[config.mk]
export PLATFORM = sky130hd
export DESIGN_NAME = flash_command_launch
export DESIGN_NICKNAME = d
export VERILOG_FILES = /design/src/hw/flash_cmd_pkg.sv /design/src/hw/flash_cmd_gate.sv /design/src/hw/flash_command_launch.sv
export VERILOG_INCLUDE_DIRS = /design/src /design/src/hw
export SDC_FILE = /design/constraint.sdc
export NUM_CORES = 1
export LEC_CHECK = 0
export BUFFER_PORTS_ARGS = -buffer_cell sky130_fd_sc_hd__buf_2
export CAP_MARGIN = 30
export CORE_ASPECT_RATIO = 1.5
export CORE_MARGIN = 1.5
export CORE_UTILIZATION = 36
export CTS_BUF_LIST = sky130_fd_sc_hd__clkbuf_4
export DETAILED_ROUTE_END_ITERATION = 6
export PLACE_DENSITY = 0.58
export SETUP_SLACK_MARGIN = 0.5
export SYNTH_ARGS = -nofsm -noshare
export SYNTH_HDL_FRONTEND = slang
export SYNTH_SLANG_ARGS = --single-unit
[constraint.sdc]
create_clock -name clk_sys_i -period 2.7 [get_ports clk_sys_i]
set_input_delay 0.405 -clock clk_sys_i [delete_from_list [all_inputs] [get_ports clk_sys_i]]
set_output_delay 0.405 -clock clk_sys_i [all_outputs]
set_load 0.1 [all_outputs]
[src/hw/flash_cmd_defines.svh]
`ifndef FLASH_CMD_DEFINES_SVH
`define FLASH_CMD_DEFINES_SVH

// Register byte offsets
`define FC_OFS_DIV 9'h100
`define FC_OFS_CFG 9'h101
`define FC_OFS_IDX 9'h102
`define FC_OFS_STAT 9'h106
`define FC_OFS_PROT 9'h108
`define FC_OFS_ARR_HI 9'h10a
`define FC_OFS_ARR_LO 9'h10b
`define FC_OFS_RSV_A 9'h112
`define FC_OFS_RSV_B 9'h113
`define FC_OFS_VER 9'h114

// Field positions
`define FC_DIV_LOADED_BIT 7
`define FC_STAT_COMMAND_COMPLETE_FLAG_BIT 7
`define FC_STAT_ACCESS_ERROR_FLAG_BIT 5
`define FC_STAT_PROTECTION_VIOLATION_FLAG_BIT 4
`define FC_PROT_OPEN_BIT 7
`define FC_VER_PRESENT_BIT 7
`define FC_NUM_WORDS 3'h6

// Reset values
`define FC_DIV_RST 7'h00
`define FC_CFG_RST 8'h00
`define FC_PROT_RST 8'h80
`define FC_CFG_NORMAL_MASK 8'hf0

// Version field codes meaning none
`define FC_VER_NONE_LO 4'h0
`define FC_VER_NONE_HI 4'hf

// Timing
`define FC_SYS_CLK_HZ 25000000
`define FC_FTCLK_TARGET_HZ 1000000

// Command codes
`define FC_CMD_ERS_VFY_ALL 8'h01
`define FC_CMD_ERS_VFY_BLK 8'h02
`define FC_CMD_ERS_VFY_SECT 8'h03
`define FC_CMD_READ_ONCE 8'h04
`define FC_CMD_PROG 8'h06
`define FC_CMD_PROG_ONCE 8'h07
`define FC_CMD_ERS_ALL 8'h08
`define FC_CMD_ERS_BLK 8'h09
`define FC_CMD_ERS_SECT 8'h0a
`define FC_CMD_UNSECURE 8'h0b
`define FC_CMD_BACKDOOR 8'h0c
`define FC_CMD_USER_MARGIN 8'h0d
`define FC_CMD_FIELD_MARGIN 8'h0e
`define FC_CMD_D_VFY_SECT 8'h10
`define FC_CMD_D_PROG 8'h11
`define FC_CMD_D_ERS_SECT 8'h12

`endif

[src/hw/flash_cmd_pkg.sv]
package flash_cmd_pkg;

  typedef enum logic [1:0] {
    ST_IDLE = 2'b00,
    ST_CHECK = 2'b01,
    ST_RUN = 2'b10,
    ST_DONE = 2'b11
  } fsm_t;

  typedef struct packed {
    logic [7:0] code;
    logic [17:0] addr;
    logic [3:0][15:0] data;
  } cmd_t;

  typedef struct packed {
    logic [3:0][15:0] data;
  } result_t;

  typedef struct packed {
    fsm_t fsm;
    logic [6:0] div;
    logic div_loaded;
    logic [7:0] cfg;
    logic [7:0] prot;
    logic [2:0] idx;
    logic [5:0][15:0] arr;
    logic command_complete_flag;
    logic access_error_flag;
    logic protection_violation_flag;
    cmd_t cmd;
    logic cmd_start;
    logic [6:0] tick_cnt;
    logic tick;
    logic [3:0] ver;
    logic ver_ok;
    logic [7:0] rdata;
  } state_t;

endpackage : flash_cmd_pkg

[src/hw/flash_cmd_gate.sv]
`timescale 1ns/1ps
`default_nettype none
`include "flash_cmd_defines.svh"

module flash_cmd_gate
  import flash_cmd_pkg::*;
(
  input wire logic [7:0] code_i,
  input wire logic special_i,
  input wire logic secured_i,
  output logic known_o,
  output logic allowed_o,
  output logic prog_erase_o
);

  always_comb begin
    known_o = 1'b1;
    allowed_o = 1'b0;
    prog_erase_o = 1'b0;
    case (code_i)
      `FC_CMD_ERS_VFY_ALL, `FC_CMD_ERS_VFY_BLK: begin
        allowed_o = 1'b1;
      end
      `FC_CMD_ERS_VFY_SECT, `FC_CMD_READ_ONCE, `FC_CMD_USER_MARGIN,
      `FC_CMD_D_VFY_SECT: begin
        allowed_o = !(secured_i && special_i);
      end
      `FC_CMD_PROG, `FC_CMD_PROG_ONCE, `FC_CMD_ERS_BLK, `FC_CMD_ERS_SECT,
      `FC_CMD_D_PROG, `FC_CMD_D_ERS_SECT: begin
        allowed_o = !(secured_i && special_i);
        prog_erase_o = 1'b1;
      end
      `FC_CMD_ERS_ALL, `FC_CMD_UNSECURE: begin
        allowed_o = special_i;
        prog_erase_o = 1'b1;
      end
      `FC_CMD_BACKDOOR: begin
        allowed_o = !special_i;
      end
      `FC_CMD_FIELD_MARGIN: begin
        allowed_o = special_i && !secured_i;
      end
      default: begin
        known_o = 1'b0;
      end
    endcase
  end

endmodule : flash_cmd_gate
`default_nettype wire

[src/hw/flash_command_launch.sv]
// The plain strobed port was left to the implementer.
`timescale 1ns/1ps
`default_nettype none
`include "flash_cmd_defines.svh"

// Overview of operation
// - Both factory-test reserved bytes read zero and ignore writes.
// - Mode input low selects normal mode, high selects special mode.
// - Mode steers divider, config, protect writes, scratch writes, commands.
// - Version word keeps a four-bit number in its low bits.
// - Version one is first; all zeros or all ones means no version.
// - Divider write sets the loaded flag; flag zero until written.
// - Program or erase without loaded divider does not run, sets error.
// - While completion is zero, no launch and array writes ignored.
// - Writing one to completion with both error flags clear clears it, captures array, launches command.
// - Completion stays zero until done, then set with results in array.
// - Erase-verify all and erase-verify block allowed in every mode and security state.
// - Ordinary commands allowed everywhere except secured special mode.
// - Erase-all and unsecure allowed only in special mode.
// - Backdoor key check allowed only in normal mode.
// - Field margin allowed only unsecured and in special mode.
// - Command code is first word high byte, parameters follow.
module flash_command_launch
  import flash_cmd_pkg::*;
#(
  parameter int ADDR_W = 9
) (
  input wire logic clk_sys_i,
  input wire logic reset_i,
  input wire logic [ADDR_W-1:0] addr_i,
  input wire logic [7:0] wdata_i,
  input wire logic wr_i,
  input wire logic rd_i,
  output logic [7:0] rdata_o,
  input wire logic special_mode_select_in_i,
  input wire logic secured_i,
  input wire logic [15:0] info_version_i,
  input wire logic engine_done_i,
  input wire logic engine_viol_i,
  input wire result_t engine_result_i,
  output logic cmd_start_o,
  output cmd_t cmd_o,
  output logic timing_tick_o,
  output logic divider_loaded_o,
  output logic cmd_complete_o,
  output logic scratch_write_en_o,
  output logic [7:0] cfg_o,
  output logic [7:0] prot_o,
  output logic version_present_o
);

  if (ADDR_W < 9) begin : g_addr_check
    $error("ADDR_W must be at least 9");
  end

  // Nominal divider for the flash timing clock at this bus rate
  localparam int DIV_NOMINAL = `FC_SYS_CLK_HZ / `FC_FTCLK_TARGET_HZ - 1;
  localparam logic [6:0] DIV_RECOMMENDED = 7'(DIV_NOMINAL);

  state_t q;
  state_t d;
  logic special_q;
  logic gate_known;
  logic gate_allowed;
  logic gate_prog_erase;
  logic [8:0] addr9;

  assign addr9 = addr_i[8:0];

  flash_cmd_gate u_gate (
    .code_i(q.cmd.code),
    .special_i(special_q),
    .secured_i(secured_i),
    .known_o(gate_known),
    .allowed_o(gate_allowed),
    .prog_erase_o(gate_prog_erase)
  );

  // Upper address bits must be zero for any register hit
  function automatic logic hit(input logic [ADDR_W-1:0] a,
                               input logic [8:0] ofs);
    logic [ADDR_W-1:0] full;
    full = '0;
    full[8:0] = ofs;
    return a == full;
  endfunction : hit

  // Normal mode may only tighten protection
  function automatic logic [7:0] next_prot(input logic [7:0] cur,
                                           input logic [7:0] wr,
                                           input logic special);
    logic [7:0] res;
    res = wr & 8'h8f;
    if (!special) begin
      res[`FC_PROT_OPEN_BIT] = cur[`FC_PROT_OPEN_BIT] &
                               wr[`FC_PROT_OPEN_BIT];
      if (wr[3:0] < cur[3:0]) begin
        res[3:0] = cur[3:0];
      end
    end
    return res;
  endfunction : next_prot

  function automatic logic ver_valid(input logic [3:0] v);
    return v != `FC_VER_NONE_LO && v != `FC_VER_NONE_HI;
  endfunction : ver_valid

  always_comb begin
    logic [7:0] rd_val;
    logic launch;
    rd_val = 8'h00;
    launch = 1'b0;
    d = q;
    d.cmd_start = 1'b0;
    d.tick = 1'b0;
    d.ver = info_version_i[3:0];
    d.ver_ok = ver_valid(q.ver);

    // Flash timing clock tick from the divider
    if (q.div_loaded) begin
      if (q.tick_cnt >= q.div) begin
        d.tick_cnt = 7'h00;
        d.tick = 1'b1;
      end else begin
        d.tick_cnt = q.tick_cnt + 7'h01;
      end
    end else begin
      d.tick_cnt = 7'h00;
    end

    // Register writes
    if (wr_i) begin
      if (hit(addr_i, `FC_OFS_DIV) && q.command_complete_flag) begin
        if (special_q || !q.div_loaded) begin
          d.div = wdata_i[6:0];
          d.div_loaded = 1'b1;
        end
      end
      if (hit(addr_i, `FC_OFS_CFG) && q.command_complete_flag) begin
        if (special_q) begin
          d.cfg = wdata_i;
        end else begin
          d.cfg = (wdata_i & `FC_CFG_NORMAL_MASK) |
                  (q.cfg & ~`FC_CFG_NORMAL_MASK);
        end
      end
      if (hit(addr_i, `FC_OFS_PROT) && q.command_complete_flag) begin
        d.prot = next_prot(q.prot, wdata_i, special_q);
      end
      if (hit(addr_i, `FC_OFS_IDX)) begin
        d.idx = wdata_i[2:0];
      end
      if (q.command_complete_flag && q.idx < `FC_NUM_WORDS) begin
        if (hit(addr_i, `FC_OFS_ARR_HI)) begin
          d.arr[q.idx][15:8] = wdata_i;
        end
        if (hit(addr_i, `FC_OFS_ARR_LO)) begin
          d.arr[q.idx][7:0] = wdata_i;
        end
      end
      if (hit(addr_i, `FC_OFS_STAT)) begin
        if (wdata_i[`FC_STAT_ACCESS_ERROR_FLAG_BIT]) begin
          d.access_error_flag = 1'b0;
        end
        if (wdata_i[`FC_STAT_PROTECTION_VIOLATION_FLAG_BIT]) begin
          d.protection_violation_flag = 1'b0;
        end
        // Launch refused while busy or an error flag is still set
        if (wdata_i[`FC_STAT_COMMAND_COMPLETE_FLAG_BIT] && q.command_complete_flag &&
            !q.access_error_flag && !q.protection_violation_flag) begin
          launch = 1'b1;
        end
      end
    end

    // Command sequencer
    case (q.fsm)
      ST_IDLE: begin
        if (launch) begin
          d.command_complete_flag = 1'b0;
          d.cmd.code = q.arr[0][15:8];
          d.cmd.addr = {q.arr[0][1:0], q.arr[1]};
          d.cmd.data = {q.arr[5], q.arr[4], q.arr[3], q.arr[2]};
          d.fsm = ST_CHECK;
        end
      end
      ST_CHECK: begin
        if (!gate_known || !gate_allowed) begin
          d.access_error_flag = 1'b1;
          d.fsm = ST_DONE;
        end else if (gate_prog_erase && !q.div_loaded) begin
          d.access_error_flag = 1'b1;
          d.fsm = ST_DONE;
        end else begin
          d.cmd_start = 1'b1;
          d.fsm = ST_RUN;
        end
      end
      ST_RUN: begin
        if (engine_done_i) begin
          d.arr[2] = engine_result_i.data[0];
          d.arr[3] = engine_result_i.data[1];
          d.arr[4] = engine_result_i.data[2];
          d.arr[5] = engine_result_i.data[3];
          if (engine_viol_i) begin
            d.protection_violation_flag = 1'b1;
          end
          d.fsm = ST_DONE;
        end
      end
      ST_DONE: begin
        d.command_complete_flag = 1'b1;
        d.fsm = ST_IDLE;
      end
      default: begin
        d.fsm = ST_IDLE;
        d.command_complete_flag = 1'b1;
      end
    endcase

    // Read mux, data valid in the cycle after the strobe
    if (rd_i) begin
      if (hit(addr_i, `FC_OFS_DIV)) begin
        rd_val = {q.div_loaded, q.div};
      end else if (hit(addr_i, `FC_OFS_CFG)) begin
        rd_val = q.cfg;
      end else if (hit(addr_i, `FC_OFS_IDX)) begin
        rd_val = {5'h00, q.idx};
      end else if (hit(addr_i, `FC_OFS_STAT)) begin
        rd_val = 8'h00;
        rd_val[`FC_STAT_COMMAND_COMPLETE_FLAG_BIT] = q.command_complete_flag;
        rd_val[`FC_STAT_ACCESS_ERROR_FLAG_BIT] = q.access_error_flag;
        rd_val[`FC_STAT_PROTECTION_VIOLATION_FLAG_BIT] = q.protection_violation_flag;
      end else if (hit(addr_i, `FC_OFS_PROT)) begin
        rd_val = q.prot;
      end else if (hit(addr_i, `FC_OFS_ARR_HI)) begin
        if (q.idx < `FC_NUM_WORDS) begin
          rd_val = q.arr[q.idx][15:8];
        end
      end else if (hit(addr_i, `FC_OFS_ARR_LO)) begin
        if (q.idx < `FC_NUM_WORDS) begin
          rd_val = q.arr[q.idx][7:0];
        end
      end else if (hit(addr_i, `FC_OFS_RSV_A) ||
                   hit(addr_i, `FC_OFS_RSV_B)) begin
        rd_val = 8'h00;
      end else if (hit(addr_i, `FC_OFS_VER)) begin
        rd_val = {q.ver_ok, 3'h0, q.ver};
      end else begin
        rd_val = 8'h00;
      end
    end
    d.rdata = rd_val;
  end

  always_ff @(posedge clk_sys_i) begin
    if (reset_i) begin
      q.fsm <= ST_IDLE;
      q.div <= `FC_DIV_RST;
      q.div_loaded <= 1'b0;
      q.cfg <= `FC_CFG_RST;
      q.prot <= `FC_PROT_RST;
      q.idx <= 3'h0;
      q.arr <= '0;
      q.command_complete_flag <= 1'b1;
      q.access_error_flag <= 1'b0;
      q.protection_violation_flag <= 1'b0;
      q.cmd <= '0;
      q.cmd_start <= 1'b0;
      q.tick_cnt <= 7'h00;
      q.tick <= 1'b0;
      q.ver <= 4'h0;
      q.ver_ok <= 1'b0;
      q.rdata <= 8'h00;
      special_q <= 1'b0;
    end else begin
      q <= d;
      special_q <= special_mode_select_in_i;
    end
  end

  assign rdata_o = q.rdata;
  assign cmd_start_o = q.cmd_start;
  assign cmd_o = q.cmd;
  assign timing_tick_o = q.tick;
  assign divider_loaded_o = q.div_loaded;
  assign cmd_complete_o = q.command_complete_flag;
  assign scratch_write_en_o = special_q;
  assign cfg_o = q.cfg;
  assign prot_o = q.prot;
  assign version_present_o = q.ver_ok;

  // Recommended divider kept as an internal signal only, not readable over the bus
  logic [6:0] div_hint;
  assign div_hint = DIV_RECOMMENDED;

endmodule : flash_command_launch
`default_nettype wire

# Yosys cells after proc, flatten, opt, wreduce, memory -nomap -nowiden
# Cells that the tools add are included.
[classes]
addsub = 1
mul = 0
div = 0
n_lt_le_gt_ge = 5
n_eq_ne = 33
shift = 0
mux = 56
bitwise_logic = 5
n_reduce_logical = 44
[ops]
columns = ["operator", "count"]
rows = [
  ["96-bit 2-to-1 mux", 6],
  ["96-bit bitwise mux", 2],
  ["64-bit 2-to-1 mux", 2],
  ["8-bit 2-to-1 mux", 13],
  ["16-bit demux with 3-bit select", 2],
  ["9-bit equality test, second input constant", 10],
  ["8-bit by 4-bit equality test with 1-bit output, second input constant", 7],
  ["16-bit binary-select mux with 3-bit select", 1],
  ["16-bit 2-to-1 mux", 2],
  ["8-bit by 3-bit equality test with 1-bit output, second input constant", 3],
  ["8-bit by 5-bit equality test with 1-bit output, second input constant", 3],
  ["1-bit 2-to-1 mux", 18],
  ["8-bit by 2-bit equality test with 1-bit output, second input constant", 2],
  ["16-bit OR reduction", 1],
  ["2-bit AND reduction", 7],
  ["1-bit logical AND", 12],
  ["2-bit 2-to-1 mux", 5],
  ["10-bit OR reduction", 1],
  ["8-bit by 1-bit equality test with 1-bit output, second input constant", 1],
  ["1-bit zero test", 8],
  ["4-bit 2-to-1 mux", 2],
  ["8-bit by 4-bit bitwise OR with 8-bit output", 1],
  ["2-bit case mux with 4 select lines", 1],
  ["2-bit OR reduction", 4],
  ["21 further kinds", 30],
]
[totals]
register_bits = 238
latchBits = 0
mem_bits_rw = 0
romBits = 0
input_bits = 105
wordCells = 173
mem_count = 0

# Depth between registers and ports, before layout
# Gate-level depths: netlist of the first run.
[logic_depth]
word_depth = 14
mapped_depth = 8

# By module
# A second synthesis of the first run with hierarchy kept.
[unflattened]
cells_unflattened = 1414
hier_area_um2 = 11862.6
[modules_own_cells]
columns = ["mod", "n_inst", "cells_per_inst", "area_per_inst_um2", "seq_area_each_um2"]
rows = [
  ["flash_command_launch", 1, 1377, 11639.9, 4764.6],
  ["flash_cmd_gate", 1, 37, 222.7, 0.0],
]

# Least setup slack after synthesis of the first run
# No wires, ideal clock.
[synth_path]
kind = "register to register"
start = "register q (netlist bit cmd_complete_o)"
end = "register q[138] (netlist name)"
setup_ns = 0.128
arrival_time_ns = 2.469
required_ns = 2.572
path_slack_ns = 0.104
path_stages_with_launch = 6
path_buffers = 0
path_cell_list = "dfxtp_1 -> nand2_1 -> or3_1 -> nor3_2 -> mux2i_1 -> nor2_1"
[synth_between]
elab_chain_len = 2
[synth_lines]
columns = ["element", "line_no", "source"]
rows = [
  ["start, declared", "flash_command_launch.sv:60", "state_t q;"],
  ["1-bit logical AND (no line)", "-", ""],
  ["2-bit AND reduction (no line)", "-", ""],
]
# No other way between the ends.
# A chain may end at the register's enable or synchronous reset.

# Final worst setup path of the first run
[layout_path]
start = "register q[113] (netlist name)"
end = "register q (netlist bit cmd_o[50])"
[layout_between]
elab_chain_len = 7
[layout_lines]
columns = ["element", "line_no", "source"]
rows = [
  ["1-bit zero test", "flash_command_launch.sv:170", "!q.access_error_flag && !q.protection_violation_flag) begin"],
  ["1-bit logical AND (2 in a row)", "flash_command_launch.sv:169", "if (wdata_i[`FC_STAT_COMMAND_COMPLETE_FLAG_BIT] && q.command_complete_flag &&"],
  ["1-bit 2-to-1 mux", "flash_command_launch.sv:169", ""],
  ["1-bit 2-to-1 mux", "flash_command_launch.sv:161", "if (hit(addr_i, `FC_OFS_STAT)) begin"],
  ["1-bit 2-to-1 mux", "flash_command_launch.sv:132", "if (wr_i) begin"],
  ["2-bit AND reduction (no line)", "-", ""],
]
# No other way between the ends.

==> out/metrics.cfg, run 1 <==
[route]
initialDrtViolationCount=679
drt-total-wl_um=41500
drc=0
final_antenna_net_count=0
wl_per_cell_um=20.6
dr.pass1.iters=5
vias=10500
via_per_inst=5.22

[yosys]
synthTopCellsByArea=dfxtp_1 41%, mux2i_1 11%, a21oi_1 7.7%
ys.flop_type=dfxtp_1
netlist_area_um2=11700
yosysTopAreaCell=dfxtp_1
synth_seq_cells=238
synth-async-reset-ratio_pct=0
post-synth-top-area-fraction_pct=40.7
yosysSeqAreaShare_pct=40.7
yosysUniqueCellTypes=70
synth_edf_count=0
ys_top_cells_by_count=238 x dfxtp_1, 208 x nand2_1, 180 x a21oi_1
yosysMostFrequentCell=dfxtp_1
syn_avg_cell_area_um2=8.51
yosys_warnings=0
postSynthCellCount=1376

[grt]
grt_use_met2_pct=41.7
grt_max_degree=70
grt_pass1_vias=10200
track_usage_pct=24.0
grt_use_met3_pct=3.40
grt_pass1_wl_um=60300
antenna_found_initial=2
grt_overflow=0
gr-max-usage-layer=met2
use_met1_pct=28.8

[clocking]
cts-htree-levels=2
clock_path_buffers=3
clock-sinks=238
cts_buffers=59
cts_tree=yes
clock_latency_ns=0.72
clk_pin_slew_ns=0.07
cts-root-buf=clkbuf_4

[layout]
syn_to_final_growth_pct=23.1
fillers=3196
seq_area_um2=4770
final_layout_size_suffix_gt1_share_pct=28.5
multi_input_area_um2=5780
final_nets=1685

[timing]
worstMarginPinSlew_ns=0.876
drv_slew=0
fin_crit_sh_pct=86.5
rsz0062_at_grt=true
finalHoldViolCount=0
skew_ns=0.0395
setup_viol=0
relSlewSlack_pct=41.0
max_freq_mhz=428
setup_tns_ns=0
hold_slack_ns=0.0478
min_period_ns=2.34

[critical_path]
critPathMaxStageDelay_ns=0.60
cp_max_fo=42
critPathLaunchType=flip-flop
required_ns=3.26
crit_arrival_ns=2.89
critPathSlowestCell=or4_4
critPathCaptureType=flip-flop
path_buf_inv=1
cp-startpoint=q[113]$_SDFF_PP0_
crit_chain=or4bb_1 -> or4_4 -> or2_4 -> buf_12 -> nand2_1 -> a21oi_1
crit_family=simple AND/OR/NAND/NOR gates
critical_path_class=flip-flop to flip-flop
crit-reg2reg-launch=q[113]$_SDFF_PP0_

[die]
dieArea_um2=33700
die_w_um=150
pin_count=225
initial_core_util_pct=36.7
rows=80
core_area_um2=31900
die_h_um=224

[placement]
dp_hpwl_um=28900
gp_congestion=0.958
port_buffers=209

[pwr]
power.density_nw_per_um2=487
switchingPower_mw=1.76
p_leak_nw=6.24
peakVddDrop_mv=0.255
clock_power_share_pct=43.4
seq_power_share_pct=50.2
pwr-share-comb_pct=6.4
swShare_pct=25.1
internal_power_mw=5.26

[status]
status=finished clean

[job]
maxCapViolCount=0

[worst_hold_path]
hp-class=input pin to flip-flop
worstHoldStart=engine_result_i[4]

cell type report:
class	instances	share of cell area, %
flip-flops and latches	238	33.1
clock buffers	88	4.58
clock inverters	14	0.564
diodes	2	0.0347
well taps	410	3.56
inverters	24	0.625
repair buffers	337	17.4
multi-input cells	904	40.1
stage by stage:
stage	cell area, um^2	cells	setup WS [ns]	util [%]	total power, mW
after floorplan	11800	1378	0.439	-	3.79
after global placement	12500	1834	0.116	39.2	3.97
after detailed placement	12500	1835	0.119	39.3	3.98
after CTS	14100	2010	0.381	44.3	7.09
after global routing	14400	2017	0.329	45.2	7.31
final	14400	2017	0.365	45.2	7.02
worst paths after layout:
| check | cells after the start | slack (ns) | endpoint |
|---|---|---|---|
| setup / recovery | 6 | 0.36 | cmd_o[50]$_SDFFE_PP0P_ |
| hold / removal | 3 | 0.05 | q[151]$_SDFF_PP0_ |
| setup reg to reg | 6 | 0.36 | cmd_o[50]$_SDFFE_PP0P_ |
| hold reg to reg | 2 | 0.46 | cmd_o[77]$_SDFFE_PP0P_ |
timing repair:
action / in CTS / in global routing
pin swaps: 21 / 46
resized for setup: 26 / 42
buffers inserted: 8 / 0
setup endpoints to repair: 93 / 119
cloned: 2 / 5
hold endpoints to repair: 63 / 0
hold buffers: 63 / 0
state kept, by name, indices dropped and copies added, names as in the netlist:
register	cells
divider_loaded_o	1
rdata_o	8
cmd_complete_o	1
q	121
cmd_start_o	1
scratch_write_en_o	1
cmd_o	90
timing_tick_o	1
prot_o	5
version_present_o	1
cfg_o	8
routing by layer:
layer	part of all wire (%)	wire length, um
met5	0	0
met4	4.2	1760
met2	51	21000
met3	5.5	2270
met1	40	16500
power groups by stage:
| stage | Clock [mW] | Combinational (mW) | Sequential (mW) |
|---|---|---|---|
| 2_1_floorplan | 0 | 0.173 | 3.62 |
| 3_3_place_gp | 0 | 0.365 | 3.61 |
| 3_5_place_dp | 0 | 0.369 | 3.61 |
| 4_1_cts | 3.13 | 0.441 | 3.53 |
| 5_1_grt | 3.31 | 0.474 | 3.52 |
| 6_report | 3.05 | 0.447 | 3.53 |
worst register-to-register path, stage by stage (launching register included):
cell	delay, ns
dfxtp_4	0.36
or4bb_1	0.51
or4_4	0.60
or2_4	0.33
buf_12	0.19
nand2_1	0.13
a21oi_1	0.06
placed cells by master, fill, tap and decap left out, drive strengths merged, types with 11 or more instances in the layout:
cell / instances
nand2: 209
dlygate4sd3: 63
dfxtp: 238
clkinv: 13
a22oi: 11
clkbuf: 95
o21ai: 85
mux2i: 129
nor2b: 17
mux2: 13
a21oi: 180
nand4: 12
nor2: 78
ha: 16
nand3: 21
buf: 267
inv: 24
cell families after synthesis:
family                     count (synthesis)  synth area share [%]
xor gates and xnor gates                   5                 0.374
other                                      1                0.0320
adders and majority gates                 16                  1.71
DFF                                      238                  40.7
muxes                                    147                  13.2
AOI/OAI and AO/OA                        334                  16.0
buffers and inverters                    236                  12.0
and+or+nand+nor                          399                  16.0
Note: power is estimated with default switching activity, not from simulation.
==> inputs of run 2 (changes only) <==
GPL_TIMING_DRIVEN = 0   (was unset)
==> run 2 against run 1 <==
Effect of this change:
- wire length increased by 7.9%
- critical path depth increased by 1
- clock skew decreased by 0.012 ns
- global-route usage increased by 1.9 points
- largest cell class unchanged
==> out/metrics.cfg, run 2 (synthesis results as in run 1) <==
[layout]
top_register=q  ; unchanged
largest_register_ffs=121  ; unchanged
layout_common_cells=235 x dfxtp_1, 220 x buf_2, 195 x nand2_1  ; was 232 x dfxtp_1, 205 x buf_2, 184 x nand2_1
seq_area_um2=4770  ; about the same
fillers=3174  ; was 3196
syn_to_final_growth_pct=30.0  ; was 23.1%
instances_no_fill=2175  ; was 2017
mostFrequentLayoutCell=dfxtp_1  ; unchanged
final_nets=1848  ; was 1685
multi_input_area_um2=5730  ; was 5780 um^2
final_layout_size_suffix_gt1_share_pct=31.0  ; was 28.5%
fin_util_pct=47.7  ; was 45.2%

[placement]
port_buffers=208  ; was 209
dp_slack_ns=-0.232  ; was 0.119 ns
gp_congestion=0.986  ; was 0.958
dp_hpwl_um=33200  ; was 28900 um
placed_cells_incl_taps=1997  ; was 1835

[die]
rows=80  ; unchanged
dieArea_um2=33700  ; unchanged
die_h_um=224  ; unchanged
initial_core_util_pct=36.7  ; unchanged
die_w_um=150  ; unchanged
pin_count=225  ; unchanged
core_area_um2=31900  ; unchanged

[pwr]
p_leak_nw=6.78  ; was 6.24 nW
power.density_nw_per_um2=470  ; was 487 nW/um^2
peakVddDrop_mv=0.264  ; was 0.255 mV

[timing]
finalHoldViolCount=0  ; unchanged
worstMarginPinSlew_ns=1.06  ; was 0.876 ns
setup_viol=0  ; unchanged
skew_ns=0.0271  ; was 0.0395 ns
min_period_ns=2.22  ; was 2.34 ns
fin_crit_sh_pct=82.3  ; was 86.5%
setup_ws_ns=0.478  ; was 0.365 ns
drv_slew=0  ; unchanged
rsz0062_at_grt=true  ; unchanged
max_freq_mhz=450  ; was 428 MHz
relSlewSlack_pct=29.0  ; was 41.0%

[clocking]
cts_buffers=59  ; unchanged
cts-htree-levels=2  ; unchanged
clock-sinks=238  ; unchanged
clock_latency_ns=0.73  ; was 0.72 ns
clock_path_buffers=3  ; unchanged
cts_tree=yes  ; unchanged
clk_pin_slew_ns=0.07  ; about the same
cts-root-buf=clkbuf_4  ; unchanged

[critical_path]
critPathLaunchType=flip-flop  ; unchanged
rr_worst_depth=7  ; was 6
critPathCaptureType=flip-flop  ; unchanged
required_ns=3.31  ; was 3.26 ns
rr_endpoint=rdata_o[3]$_SDFF_PP0_  ; was cmd_o[50]$_SDFFE_PP0P_
cp_max_fo=10  ; was 42
crit_arrival_ns=2.83  ; was 2.89 ns
critical_path_class=flip-flop to flip-flop  ; unchanged
crit-reg2reg-launch=q[211]$_SDFFE_PP0P_  ; was q[113]$_SDFF_PP0_
ff2ff_setup_slack_ns=0.48  ; was 0.36 ns

[worst_hold_path]
worstHoldStart=engine_result_i[41]  ; was engine_result_i[4]
holdPathEnd=q[188]$_SDFF_PP0_  ; was q[151]$_SDFF_PP0_
worst_hold_path.num_cells=3  ; unchanged
hp-class=input pin to flip-flop  ; unchanged

[route]
dr.pass1.iters=5  ; unchanged
final_antenna_net_count=0  ; unchanged
via_per_inst=5.24  ; was 5.22
vias=11400  ; was 10500
wl_per_cell_um=20.6  ; about the same
initialDrtViolationCount=637  ; was 679
drt-total-wl_um=44800  ; was 41500 um
drc=0  ; unchanged

[grt]
grt_pass1_vias=10900  ; was 10200
track_usage_pct=25.8  ; was 24.0%
grt_overflow=0  ; unchanged
grt_max_degree=17  ; was 70
antenna_found_initial=1  ; was 2
grt_pass1_wl_um=64500  ; was 60300 um

[status]
status=finished clean  ; unchanged

[job]
maxCapViolCount=0  ; unchanged

==> run 2: worst max-delay path, stage by stage, from the launching register on <==
cell       delay [ns]
dfxtp_1          0.43
buf_4            0.26
buf_4            0.27
mux2i_1          0.40
o2bb2ai_1        0.14
o21ai_1          0.28
nand4_1          0.15
o2111a_1         0.17
==> run 2: final cells by class <==
class	count	area share, %
repair buffers	288	12.9
multi-input cells	904	37.7
clock inverters	8	0.592
well taps	410	3.37
clock buffers	90	4.44
plain buffers	212	9.14
inverters	24	0.592
diodes	1	0.0164
flip-flops and latches	238	31.3
==> run 2: metal layers <==
| layer | GRT usage [%] | wire length (um) |
|---|---|---|
| met4 | 12.3 | 2130 |
| met1 | 30.5 | 17700 |
| met5 | 0 | 0 |
| met2 | 45.4 | 22500 |
| met3 | 3.58 | 2420 |
==> run 2: timing repair <==
item,CTS,global route
resized for setup,23,55
setup buffers,4,5
gates cloned,0,7
endpoints found under the setup margin,212,110
hold buffers,63,0
pin swaps,5,1
endpoints found under the hold margin,63,0
==> run 2: worst max-delay path by stage <==
stage | slack [ns] | end | start | depth (start not counted)
after CTS | 0.41 | rdata_o[2]$_SDFF_PP0_ | q[213]$_SDFFE_PP0P_ | 7
after detailed placement | -0.23 | rdata_o[2]$_SDFF_PP0_ | q[211]$_SDFFE_PP0P_ | 7
final | 0.48 | rdata_o[3]$_SDFF_PP0_ | q[211]$_SDFFE_PP0P_ | 7
after floorplan | 0.44 | cmd_o[84]$_SDFFE_PP0P_ | addr_i[5] | 8
after global routing | 0.45 | rdata_o[2]$_SDFF_PP0_ | q[212]$_SDFFE_PP0P_ | 7
after global placement | -0.56 | rdata_o[3]$_SDFF_PP0_ | addr_i[1] | 7
==> run 2: power by group <==
| part | switching [mW] | leakage, nW | internal (mW) |
|---|---|---|---|
| clock network | 1.47 | 0.462 | 1.69 |
| registers | 0.00738 | 1.92 | 3.52 |
| logic | 0.302 | 4.40 | 0.171 |
==> run 2: metrics by stage <==
| step | power (mW) | area [um^2] | setup TNS, ns | hold WS (ns) |
|---|---|---|---|---|
| 3_3_place_gp | 3.99 | 13300 | -2.64 | 0.451 |
| 4_1_cts | 7.21 | 14800 | 0 | 0.000891 |
| 5_1_grt | 7.42 | 15200 | 0 | 0.0218 |
| 6_report | 7.16 | 15200 | 0 | 0.0349 |
| 2_1_floorplan | 3.79 | 11800 | 0 | 0.426 |
| 3_5_place_dp | 3.99 | 13300 | -1.74 | 0.451 |
==> inputs of run 3 (changes only) <==
clock period = 2.3 ns   (was 2.7 ns; I/O delays follow)
==> run 3 against run 2 <==
Effect of this change:
- clock power is 17% higher
- critical path type unchanged
- sequential power is 17% higher
- die area unchanged
- flip-flop and latch count is the same
- critical endpoint is now cmd_o[85]$_SDFFE_PP0P_
==> out/metrics.cfg, run 3 (synthesis results as in run 1) <==
[pwr]
switchingPower_mw=2.15  ; was 1.78 mW
p_leak_nw=7.33  ; was 6.78 nW
pwr-share-comb_pct=7.1  ; was 6.6%
peakVddDrop_mv=0.341  ; was 0.264 mV
seq_power_share_pct=49.0  ; was 49.3%
power.density_nw_per_um2=477  ; was 470 nW/um^2
internal_power_mw=6.27  ; was 5.38 mW
total_power_mw=8.41  ; was 7.16 mW
clock_power_share_pct=43.9  ; was 44.1%
swShare_pct=25.5  ; was 24.8%

[status]
status=finished clean  ; unchanged

[clocking]
clock_latency_ns=0.74  ; was 0.73 ns
clk_pin_slew_ns=0.08  ; was 0.07 ns
cts-htree-levels=2  ; unchanged
clock-sinks=238  ; unchanged
cts-root-buf=clkbuf_4  ; unchanged
cts_buffers=58  ; was 59
cts_tree=yes  ; unchanged
clock_path_buffers=3  ; unchanged

[die]
dieArea_um2=33700  ; unchanged
pin_count=225  ; unchanged
initial_core_util_pct=36.7  ; unchanged
die_w_um=150  ; unchanged
core_area_um2=31900  ; unchanged
rows=80  ; unchanged
die_h_um=224  ; unchanged

[grt]
grt_pass1_vias=11300  ; was 10900
grt_pass1_wl_um=66200  ; was 64500 um
track_usage_pct=26.5  ; was 25.8%
grt_overflow=0  ; unchanged
grt_max_degree=15  ; was 17
antenna_found_initial=1  ; unchanged

[layout]
instances_no_fill=2222  ; was 2175
top_register=q  ; unchanged
syn_to_final_growth_pct=50.7  ; was 30.0%
mostFrequentLayoutCell=dfxtp_1  ; unchanged
multi_input_area_um2=6410  ; was 5730 um^2
final_area_um2=17700  ; was 15200 um^2
fin_util_pct=55.3  ; was 47.7%
final_layout_size_suffix_gt1_share_pct=40.6  ; was 31.0%
seq_area_um2=4850  ; was 4770 um^2
fillers=2875  ; was 3174
largest_register_ffs=121  ; unchanged
final_nets=1889  ; was 1848
layout_common_cells=188 x dfxtp_1, 164 x nand2_1, 157 x buf_4  ; was 235 x dfxtp_1, 220 x buf_2, 195 x nand2_1

[route]
initialDrtViolationCount=622  ; was 637
drt-total-wl_um=47200  ; was 44800 um
dr_wl_met3_um=2510  ; was 2420 um
wl_met2_um=24300  ; was 22500 um
wl_per_cell_um=21.3  ; was 20.6 um
highest_layer=met4  ; unchanged
final_antenna_net_count=0  ; unchanged
met1_length_um=17600  ; was 17700 um
vias=11600  ; was 11400
via_per_inst=5.23  ; was 5.24
dr.pass1.iters=7  ; was 5
drc=0  ; unchanged

[timing]
relSlewSlack_pct=34.0  ; was 29.0%
finalHoldViolCount=0  ; unchanged
drv_slew=0  ; unchanged
max_freq_mhz=458  ; was 450 MHz
min_period_ns=2.19  ; was 2.22 ns
setup_ws_ns=0.115  ; was 0.478 ns
setup_viol=0  ; unchanged
setup_tns_ns=0  ; unchanged
fin_crit_sh_pct=95.0  ; was 82.3%
hold_slack_ns=0.0485  ; was 0.0349 ns
rsz0062_at_grt=true  ; unchanged
worstMarginPinSlew_ns=0.989  ; was 1.06 ns
skew_ns=0.0477  ; was 0.0271 ns

[critical_path]
critical_path_class=flip-flop to flip-flop  ; unchanged
cp_max_fo=10  ; unchanged
critPathSlowestCell=or4bb_1  ; was dfxtp_1
path_buf_inv=2  ; unchanged
crit_family=simple AND/OR/NAND/NOR gates  ; was compound AO/OA/AOI/OAI gates
critPathCaptureType=flip-flop  ; unchanged
critPathLaunchType=flip-flop  ; unchanged
required_ns=2.85  ; was 3.31 ns
critPathMaxStageDelay_ns=0.48  ; was 0.43 ns
crit_arrival_ns=2.74  ; was 2.83 ns
crit_chain=or4bb_1 -> or4_4 -> or2_4 -> buf_12 -> buf_8 -> nand2_2 -> a21oi_2  ; was buf_4 -> buf_4 -> mux2i_1 -> o2bb2ai_1 -> o21ai_1 -> nand4_1 -> o2111a_1

[placement]
dpl_cell_area_um2=13400  ; was 13300 um^2
dp_hpwl_um=33100  ; was 33200 um
port_buffers=208  ; unchanged
placed_cells_incl_taps=1997  ; unchanged
dp_slack_ns=-0.611  ; was -0.232 ns
gp_congestion=0.999  ; was 0.986

[job]
maxCapViolCount=0  ; unchanged

[worst_hold_path]
hp-class=input pin to flip-flop  ; unchanged

[run 3: cell count changes in the layout (fill, tap and decap cells not counted), sizes merged]
cell	delta
buf	+42
clkbuf	-12
clkinv	+10
dlygate4sd3	+8
inv	-2
clkinvlp	+1
[run 3: worst register-to-register path: stages (launching register included)]
cell and delay, ns:
dfxtp_2 0.33, or4bb_1 0.48, or4_4 0.47, or2_4 0.30, buf_12 0.17, buf_8 0.15
nand2_2 0.07, a21oi_2 0.05
[run 3: timing repair]
item                                    in CTS  in global routing
cloned                                       5                  2
hold endpoints to repair                    70                  0
setup buffers                               19                 24
endpoints found under the setup margin     341                331
gates resized for setup                    160                604
pin swaps                                   11                 35
hold buffers                                71                  0
[run 3: area by class of cell]
cell class / instances / area share (%)
Timing Repair Buffer: 330 / 19.3
Antenna cell: 1 / 0.0142
Multi-Input combinational cell: 904 / 36.3
Tap cell: 410 / 2.91
Clock buffer: 86 / 3.66
Buffer: 212 / 9.09
Sequential cell: 238 / 27.5
Clock inverter: 17 / 0.688
Inverter: 24 / 0.532
[run 3: worst paths after layout]
| path | start | to | slack (ns) | cells past startpoint |
|---|---|---|---|---|
| worst max-delay path | q[113]$_SDFF_PP0_ | cmd_o[85]$_SDFFE_PP0P_ | 0.11 | 7 |
| worst min-delay path | rd_i | rdata_o[4]$_SDFF_PP0_ | 0.05 | 3 |
| worst max register to register | q[113]$_SDFF_PP0_ | cmd_o[85]$_SDFFE_PP0P_ | 0.11 | 7 |
| worst min register to register | cmd_o[77]$_SDFFE_PP0P_ | cmd_o[77]$_SDFFE_PP0P_ | 0.46 | 2 |
[run 3: metal layers]
layer,global-route usage [%],up-vias
met5,0,-
met4,15.7,0
met3,3.87,129
met2,46.2,462
met1,30.2,5526
li1,-,5508
[run 3: power groups by stage]
stage	Clock, mW	Sequential (mW)	Combinational [mW]
after floorplan	0	4.24	0.207
after global placement	0	4.23	0.463
after detailed placement	0	4.23	0.461
after CTS	3.74	4.13	0.565
after global routing	3.96	4.13	0.623
final	3.69	4.13	0.593
